## config.mk

```make
export PLATFORM = sky130hd
export DESIGN_NAME = htss_top
export DESIGN_NICKNAME = d
export VERILOG_FILES = /design/src/core/htss_pkg.sv /design/src/core/htss_hot_detect.sv /design/src/core/htss_stamp_reg.sv /design/src/core/htss_top.sv
export VERILOG_INCLUDE_DIRS = /design/src /design/src/core
export SDC_FILE = /design/constraint.sdc
export NUM_CORES = 1
export LEC_CHECK = 0
export BUFFER_PORTS_ARGS = -buffer_cell sky130_fd_sc_hd__buf_2
export CAP_MARGIN = 5
export CELL_PAD_IN_SITES_DETAIL_PLACEMENT = 0
export CELL_PAD_IN_SITES_GLOBAL_PLACEMENT = 1
export CORE_ASPECT_RATIO = 0.6
export CORE_MARGIN = 8
export CORE_UTILIZATION = 35
export CTS_BUF_LIST = sky130_fd_sc_hd__clkbuf_8
export DETAILED_ROUTE_END_ITERATION = 12
export PLACE_DENSITY = 0.83
export SETUP_SLACK_MARGIN = 0.5
export SYNTH_ARGS = -nofsm -noshare
export SYNTH_HDL_FRONTEND = slang
export SYNTH_SLANG_ARGS = --single-unit
export TNS_END_PERCENT = 1
```

## constraint.sdc

```tcl
create_clock -name CLK -period 4.2 [get_ports CLK]
set_input_delay 0.63 -clock CLK [delete_from_list [all_inputs] [get_ports CLK]]
set_output_delay 0.63 -clock CLK [all_outputs]
set_load 0.03 [all_outputs]
```

## src/core/htss_defines.svh

```systemverilog
// Register indices, field positions and reset values for the hot-event stamp
// Assumes one include per compile unit; the guard protects against repeats
`ifndef HTSS_DEFINES_SVH
`define HTSS_DEFINES_SVH

// Register indices, byte address is four times the index
`define HTSS_IDX_SEC    8'h20
`define HTSS_IDX_MIN    8'h21
`define HTSS_IDX_CTRL   8'h30
`define HTSS_IDX_LIMIT  8'h31
`define HTSS_IDX_STAT   8'h32

// Control fields
`define HTSS_CTRL_EN    0
`define HTSS_CTRL_LAST  1
`define HTSS_CTRL_CLR   2

// Status fields
`define HTSS_STAT_HOT   0
`define HTSS_STAT_HELD  1

// Reset values and masks
`define HTSS_STAMP_RST  8'h00
`define HTSS_STAMP_MASK 8'h7F
`define HTSS_CTRL_RST   8'h00
`define HTSS_LIMIT_RST  8'h7F

// Temperature slice compared to the limit
`define HTSS_TEMP_HI    11
`define HTSS_TEMP_LO    4

// AXI responses
`define HTSS_RESP_OKAY  2'h0
`define HTSS_RESP_SLV   2'h2

`endif

```

## src/core/htss_pkg.sv

```systemverilog
// Types shared by the hot-event stamp block
// Assumes the defines header supplies all numeric constants
`default_nettype none

package htss_pkg;

  // Read channel states, one-hot
  typedef enum logic [1:0] {
    HTSS_RD_IDLE = 2'h1,
    HTSS_RD_RESP = 2'h2
  } htss_rd_state_t;

  // Decoded register selector
  typedef struct packed {
    logic       hit;
    logic [7:0] idx;
  } htss_sel_t;

endpackage : htss_pkg

`default_nettype wire

```

## src/core/htss_hot_detect.sv

```systemverilog
// Over-temperature comparator with rising-edge event pulse
// Assumes temperature comes from logic on the same clock
`timescale 1ns/10ps
`default_nettype none
`include "htss_defines.svh"

module htss_hot_detect #(
  parameter int TW = 12
) (
  input  wire logic          clk,
  input  wire logic          nrst,
  input  wire logic [TW-1:0] temp,
  input  wire logic [7:0]    limit,
  output logic               above,
  output logic               event_p
);

  logic above_d;
  logic above_q;

  // Compare upper temperature bits to the limit
  always_comb begin
    above_d = (temp[`HTSS_TEMP_HI:`HTSS_TEMP_LO] > limit);
  end

  // Register the comparison
  always_ff @(posedge clk) begin
    if (!nrst) begin
      above_q <= 1'b0;
    end else begin
      above_q <= above_d;
    end
  end

  // Event on each crossing into the hot zone
  assign event_p = above_d & ~above_q;
  assign above   = above_q;

endmodule : htss_hot_detect
`default_nettype wire

```

## src/core/htss_stamp_reg.sv

```systemverilog
// One BCD stamp register with capture and clear
// Assumes capture and clear are single-cycle strobes on the same clock
`timescale 1ns/10ps
`default_nettype none
`include "htss_defines.svh"

module htss_stamp_reg (
  input  wire logic       clk,
  input  wire logic       nrst,
  input  wire logic       capture,
  input  wire logic       clear,
  input  wire logic [7:0] din,
  output logic      [7:0] q
);

  logic [7:0] q_d;
  logic [7:0] q_q;

  // Capture beats clear so a coincident event is kept
  always_comb begin
    q_d = q_q;
    if (capture) begin
      q_d = din & `HTSS_STAMP_MASK;
    end else if (clear) begin
      q_d = `HTSS_STAMP_RST;
    end
  end

  // Stamp storage
  always_ff @(posedge clk) begin
    if (!nrst) begin
      q_q <= `HTSS_STAMP_RST;
    end else begin
      q_q <= q_d;
    end
  end

  assign q = q_q;

endmodule : htss_stamp_reg
`default_nettype wire

```

## src/core/htss_top.sv

```systemverilog
// Hot-event time stamp, seconds and minutes, with AXI4-Lite registers
// Assumes TEMP, TIME_SEC and TIME_MIN come from logic on CLK
//
// Summary of operation
// - Seconds stamp is BCD, bit 7 zero
// - Minutes stamp is BCD, bit 7 zero
// - Stamp registers ignore all bus writes
// - Capture only when enabled; first or last
// - Writing clear bit zeroes both stamps unless a capture lands in the same cycle
// - Event when temperature bits 11:4 exceed limit
`timescale 1ns/10ps
`default_nettype none
`include "htss_defines.svh"

module htss_top #(
  parameter int AW = 10,
  parameter int TW = 12
) (
  input  wire logic          CLK,
  input  wire logic          NRST,
  input  wire logic [TW-1:0] TEMP,
  input  wire logic [7:0]    TIME_SEC,
  input  wire logic [7:0]    TIME_MIN,
  output logic               HOT_NOW,
  input  wire logic [AW-1:0] AWADDR,
  input  wire logic          AWVALID,
  output logic               AWREADY,
  input  wire logic [31:0]   WDATA,
  input  wire logic [3:0]    WSTRB,
  input  wire logic          WVALID,
  output logic               WREADY,
  output logic [1:0]         BRESP,
  output logic               BVALID,
  input  wire logic          BREADY,
  input  wire logic [AW-1:0] ARADDR,
  input  wire logic          ARVALID,
  output logic               ARREADY,
  output logic [31:0]        RDATA,
  output logic [1:0]         RRESP,
  output logic               RVALID,
  input  wire logic          RREADY
);

  // Decode a byte address into a register index
  function automatic htss_pkg::htss_sel_t decode(input logic [AW-1:0] a);
    htss_pkg::htss_sel_t s;
    s.idx = a[9:2];
    s.hit = (a[1:0] == 2'h0) && ((s.idx == `HTSS_IDX_SEC) ||
            (s.idx == `HTSS_IDX_MIN) || (s.idx == `HTSS_IDX_CTRL) ||
            (s.idx == `HTSS_IDX_LIMIT) || (s.idx == `HTSS_IDX_STAT));
    return s;
  endfunction : decode

  logic [7:0] stamp_sec;
  logic [7:0] stamp_min;
  logic       hot_above;
  logic       hot_event;
  logic       capture;
  logic       clear_p;
  logic       held_d;
  logic       held_q;
  logic [7:0] ctrl_d;
  logic [7:0] ctrl_q;
  logic [7:0] limit_d;
  logic [7:0] limit_q;

  // Write channel state
  logic          aw_hold_d;
  logic          aw_hold_q;
  logic [AW-1:0] aw_addr_d;
  logic [AW-1:0] aw_addr_q;
  logic          w_hold_d;
  logic          w_hold_q;
  logic [31:0]   w_data_d;
  logic [31:0]   w_data_q;
  logic [3:0]    w_strb_d;
  logic [3:0]    w_strb_q;
  logic          bvalid_d;
  logic          bvalid_q;
  logic [1:0]    bresp_d;
  logic [1:0]    bresp_q;
  logic          do_write;
  htss_pkg::htss_sel_t wsel;

  // Read channel state
  htss_pkg::htss_rd_state_t rd_state_d;
  htss_pkg::htss_rd_state_t rd_state_q;
  logic [31:0]   rdata_d;
  logic [31:0]   rdata_q;
  logic [1:0]    rresp_d;
  logic [1:0]    rresp_q;
  htss_pkg::htss_sel_t rsel;

  // Over-temperature detection
  htss_hot_detect #(
    .TW (TW)
  ) u_detect (
    .clk     (CLK),
    .nrst    (NRST),
    .temp    (TEMP),
    .limit   (limit_q),
    .above   (hot_above),
    .event_p (hot_event)
  );

  // Capture gate: enabled, and last mode or nothing held
  assign capture = hot_event & ctrl_q[`HTSS_CTRL_EN] &
                   (ctrl_q[`HTSS_CTRL_LAST] | ~held_q);

  // Seconds and minutes stamps share one capture strobe
  htss_stamp_reg u_sec (
    .clk     (CLK),
    .nrst    (NRST),
    .capture (capture),
    .clear   (clear_p),
    .din     (TIME_SEC),
    .q       (stamp_sec)
  );

  htss_stamp_reg u_min (
    .clk     (CLK),
    .nrst    (NRST),
    .capture (capture),
    .clear   (clear_p),
    .din     (TIME_MIN),
    .q       (stamp_min)
  );

  // Held flag, set wins over clear
  always_comb begin
    held_d = held_q;
    if (capture) begin
      held_d = 1'b1;
    end else if (clear_p) begin
      held_d = 1'b0;
    end
  end

  // Write channel next values
  always_comb begin
    wsel      = decode(aw_addr_q);
    do_write  = aw_hold_q & w_hold_q & ~bvalid_q;
    aw_hold_d = aw_hold_q;
    aw_addr_d = aw_addr_q;
    w_hold_d  = w_hold_q;
    w_data_d  = w_data_q;
    w_strb_d  = w_strb_q;
    bvalid_d  = bvalid_q;
    bresp_d   = bresp_q;
    ctrl_d    = ctrl_q;
    limit_d   = limit_q;
    clear_p   = 1'b0;
    if (AWVALID && AWREADY) begin
      aw_hold_d = 1'b1;
      aw_addr_d = AWADDR;
    end
    if (WVALID && WREADY) begin
      w_hold_d = 1'b1;
      w_data_d = WDATA;
      w_strb_d = WSTRB;
    end
    if (do_write) begin
      aw_hold_d = 1'b0;
      w_hold_d  = 1'b0;
      bvalid_d  = 1'b1;
      bresp_d   = wsel.hit ? `HTSS_RESP_OKAY : `HTSS_RESP_SLV;
      if (wsel.hit && w_strb_q[0]) begin
        // Stamp and status indices fall through untouched
        case (wsel.idx)
          `HTSS_IDX_CTRL: begin
            ctrl_d                 = w_data_q[7:0];
            ctrl_d[`HTSS_CTRL_CLR] = 1'b0;
            clear_p = w_data_q[`HTSS_CTRL_CLR];
          end
          `HTSS_IDX_LIMIT: begin
            limit_d = w_data_q[7:0];
          end
          default: begin
            ctrl_d = ctrl_q;
          end
        endcase
      end
    end
    if (bvalid_q && BREADY) begin
      bvalid_d = 1'b0;
    end
  end

  // Write channel and control registers
  always_ff @(posedge CLK) begin
    if (!NRST) begin
      aw_hold_q <= 1'b0;
      aw_addr_q <= '0;
      w_hold_q  <= 1'b0;
      w_data_q  <= 32'h0000_0000;
      w_strb_q  <= 4'h0;
      bvalid_q  <= 1'b0;
      bresp_q   <= `HTSS_RESP_OKAY;
      ctrl_q    <= `HTSS_CTRL_RST;
      limit_q   <= `HTSS_LIMIT_RST;
      held_q    <= 1'b0;
    end else begin
      aw_hold_q <= aw_hold_d;
      aw_addr_q <= aw_addr_d;
      w_hold_q  <= w_hold_d;
      w_data_q  <= w_data_d;
      w_strb_q  <= w_strb_d;
      bvalid_q  <= bvalid_d;
      bresp_q   <= bresp_d;
      ctrl_q    <= ctrl_d;
      limit_q   <= limit_d;
      held_q    <= held_d;
    end
  end

  // Read channel next values
  always_comb begin
    rsel       = decode(ARADDR);
    rd_state_d = rd_state_q;
    rdata_d    = rdata_q;
    rresp_d    = rresp_q;
    case (rd_state_q)
      htss_pkg::HTSS_RD_IDLE: begin
        if (ARVALID) begin
          rd_state_d = htss_pkg::HTSS_RD_RESP;
          rdata_d    = 32'h0000_0000;
          rresp_d    = rsel.hit ? `HTSS_RESP_OKAY : `HTSS_RESP_SLV;
          case (rsel.idx)
            `HTSS_IDX_SEC:   rdata_d[7:0] = stamp_sec;
            `HTSS_IDX_MIN:   rdata_d[7:0] = stamp_min;
            `HTSS_IDX_CTRL:  rdata_d[7:0] = ctrl_q;
            `HTSS_IDX_LIMIT: rdata_d[7:0] = limit_q;
            `HTSS_IDX_STAT: begin
              rdata_d[`HTSS_STAT_HOT]  = hot_above;
              rdata_d[`HTSS_STAT_HELD] = held_q;
            end
            default: rdata_d = 32'h0000_0000;
          endcase
          if (!rsel.hit) begin
            rdata_d = 32'h0000_0000;
          end
        end
      end
      htss_pkg::HTSS_RD_RESP: begin
        if (RREADY) begin
          rd_state_d = htss_pkg::HTSS_RD_IDLE;
        end
      end
      default: begin
        rd_state_d = htss_pkg::HTSS_RD_IDLE;
      end
    endcase
  end

  // Read channel registers
  always_ff @(posedge CLK) begin
    if (!NRST) begin
      rd_state_q <= htss_pkg::HTSS_RD_IDLE;
      rdata_q    <= 32'h0000_0000;
      rresp_q    <= `HTSS_RESP_OKAY;
    end else begin
      rd_state_q <= rd_state_d;
      rdata_q    <= rdata_d;
      rresp_q    <= rresp_d;
    end
  end

  // Bus outputs
  assign AWREADY = ~aw_hold_q & ~bvalid_q;
  assign WREADY  = ~w_hold_q & ~bvalid_q;
  assign BVALID  = bvalid_q;
  assign BRESP   = bresp_q;
  assign ARREADY = (rd_state_q == htss_pkg::HTSS_RD_IDLE);
  assign RVALID  = (rd_state_q == htss_pkg::HTSS_RD_RESP);
  assign RDATA   = rdata_q;
  assign RRESP   = rresp_q;
  assign HOT_NOW = hot_above;
endmodule : htss_top
`default_nettype wire

```

==> reports/metrics.yaml <==
run_status:
  outcome: "finished, final reports clean"
pwr:
  p_int_mw: 0.9610
  p_per_area_nw_per_um2: 356.0
  peakVddDrop_v: 0.0001866
  combinationalPowerShare_pct: 12.2
  clock_power_share_pct: 39.3
  p_switching_mw: 0.3714
  seqPwrFrac_pct: 48.5
  p_leak_nw: 1.784
  p_sw_share_pct: 27.88
clocking:
  cts_setup_buffers: 0
  cts.sinks: 65
  clock_latency_ps: 340
  htree_num_levels: 3
  cts_resized: 0
  cts_root_buf: "clkbuf_8"
  cts_buffers: 9
  cts_tree: "yes"
  ctsLongestPathBuffers: 2
  path_clk_slew_ps: 80
  postCtsHoldBufs: 0
detailed_routing:
  vias_per_cell: 4.606
  num_vias: 2561
  drt-initial-drc-count: 86
  routed_wl_mm: 7.802
  wl_per_cell_um: 14.03
  ant_nets: 0
  dr.pass1.iters: 4
  drc_errors: 0
synth:
  synth_top_family_by_area: "simple AND/OR/NAND/NOR gates"
  synth_compound_area_share_pct: 11.91
  synth_largest_area_cell: "dfxtp_1"
  synth_top_area_share_pct: 40.86
  ys_types: 42
  synthFlopType: "dfxtp_1"
  synthArstFlopShare_pct: 0
  yosys-top-cells-area: "dfxtp_1 (41%), nand2_1 (11%), mux2i_1 (9.4%)"
  synth.yosys.warnings: 0
  synth_edf_count: 0
  postSynthAreaPerCell_um2: 8.748
  netlist_area_um2: 3184
  seq_area_frac_synth_pct: 40.86
  synthMuxAreaShare_pct: 12.97
  synth-xor-area-share_pct: 0
  ys_seq_elements: 65
  synth_fa_ha_area_share_pct: 3.143
  netlist_instances: 364
  synthSimpleGateAreaFrac_pct: 20.98
timing:
  period_needed_ps: 2354
  post-route-period-util_pct: 56.04
  max_freq_mhz: 424.9
  fin_skew_ps: 10.72
  setup_slack_ps: 1846
  hold_viol_final: 0
  rsz0062_at_grt: "no"
  setup_viol: 0
  finalSetupTns_ps: 0
  maxSlewHeadroom_pct: 43.49
  worst_pin_slew_ps: 841.3
  finalMaxSlewViolations: 0
die:
  start_util_pct: 35.30
  coreArea_um2: 9020
  die_w_um: 139.1
  die-area_um2: 12510
  io_pins: 133
  rows: 27
  die_y_um: 89.89
flow_run:
  cap_violations: 0
global_route:
  antenna_found_initial: 0
  grt_max_degree: 62
  grt_first_pass_wirelength_mm: 12.61
  grt-ovfl-total: 0
  track_usage_pct: 12.46
  grt_pass1_vias: 2557
critical_path:
  crit_path_end_kind: "flip-flop"
  cp-start-kind: "flip-flop"
  path_max_fanout: 14
  crit_required_ps: 4420
  cp.arrival_ps: 2570
  path_class: "reg -> reg"
layout:
  syn_to_final_growth_pct: 17.52
  most-common-layout-cells: "nand2_1 (93), buf_2 (73), dfxtp_1 (65)"
  drive_gt1_share_pct: 22.78
  nNetsFinal: 533
  final_common_cell: "nand2_1"
  layoutNonFillerInstCount: 556
  final_util_pct: 41.49
place:
  numPlacedInstances: 539
  place_hpwl_mm: 6.153
  dp_slack_ps: 1882
  io_buffers: 73
  gp_congestion: 0.7556
min_path:
  hold_path_class: "reg -> reg"
[area by class of cell]
type	count	area (µm²)
diodes	1	2.502
clock buffers	9	123.9
clock inverters	7	71.32
fillers	943	5278
inverters	16	60.06
multi-input cells	267	1658
flip-flops and latches	65	1301
well taps	116	145.1
repair buffers	75	380.4
[flip-flops by register name, indices dropped and copies added (netlist names), 2 cells and up]
register / cells
u_min.q: 7
limit_q: 8
u_sec.q: 7
RDATA: 8
ctrl_q: 7
rd_state_q: 2
aw_addr_q: 10
w_data_q: 8
[cells in the mapped netlist, types with 2 or more instances]
cell type	instances
a21boi_0	23
a21boi_1	3
a21oi_1	3
a22o_1	2
a22oi_1	2
and2_1	3
buf_1	2
buf_4	26
clkbuf_1	12
dfxtp_1	65
ha_1	8
inv_1	16
mux2_2	2
mux2i_1	30
mux4_2	4
nand2_1	93
nand2b_1	5
nand3_1	5
nand4_1	2
nor2_1	8
nor2b_1	14
nor3_1	2
nor4_1	2
o211a_1	2
o21ai_0	13
[routing by layer]
metal	track usage, %	vias up	part of all wire, %
met5	0	-	0
met4	3.815	0	1.1
met3	4.327	7	7.7
met2	18.72	78	42
met1	16.44	1167	49
li1	-	1309	-
[metrics by stage]
stage | hold WS (ps) | power [mW] | cell area [µm²]
global placement | 442.4 | 0.8204 | 3545
finish | 456.3 | 1.332 | 3742
detailed placement | 442.5 | 0.8233 | 3545
floorplan | 434.8 | 0.7892 | 3278
global route | 477.0 | 1.398 | 3740
CTS | 460.5 | 1.350 | 3740
[kinds of logic after synthesis]
| group | after synthesis |
|---|---|
| simple gates | 143 |
| mux | 36 |
| flops | 65 |
| compound gates | 54 |
| other cells | 1 |
| buf+inv | 57 |
| fa+ha+maj | 8 |
[path summary, 6_finish.rpt]
path	from	slack (ps)	depth (start not counted)	to
worst max-delay path	aw_addr_q[5]	1850	5	u_sec.q[2]
worst min-delay path	RDATA[3]	460	2	RDATA[3]
worst max register to register	aw_addr_q[5]	1850	5	u_sec.q[2]
worst min register to register	RDATA[3]	460	2	RDATA[3]
[power by group through the flow]
stage	clock network, mW	registers (mW)	logic, mW
final	0.524	0.647	0.162
after CTS	0.540	0.647	0.163
after global placement	0	0.660	0.160
after detailed placement	0	0.661	0.162
after floorplan	0	0.662	0.127
after global routing	0.570	0.649	0.179
[critical path, cell delays in order, from the launching register on]
cell and delay (ps):
dfxtp_1 310, or4b_4 560, nor4_4 760, a21boi_2 360
nand2_1 160, mux2i_1 70
Note: power is estimated with default switching activity, not from simulation.
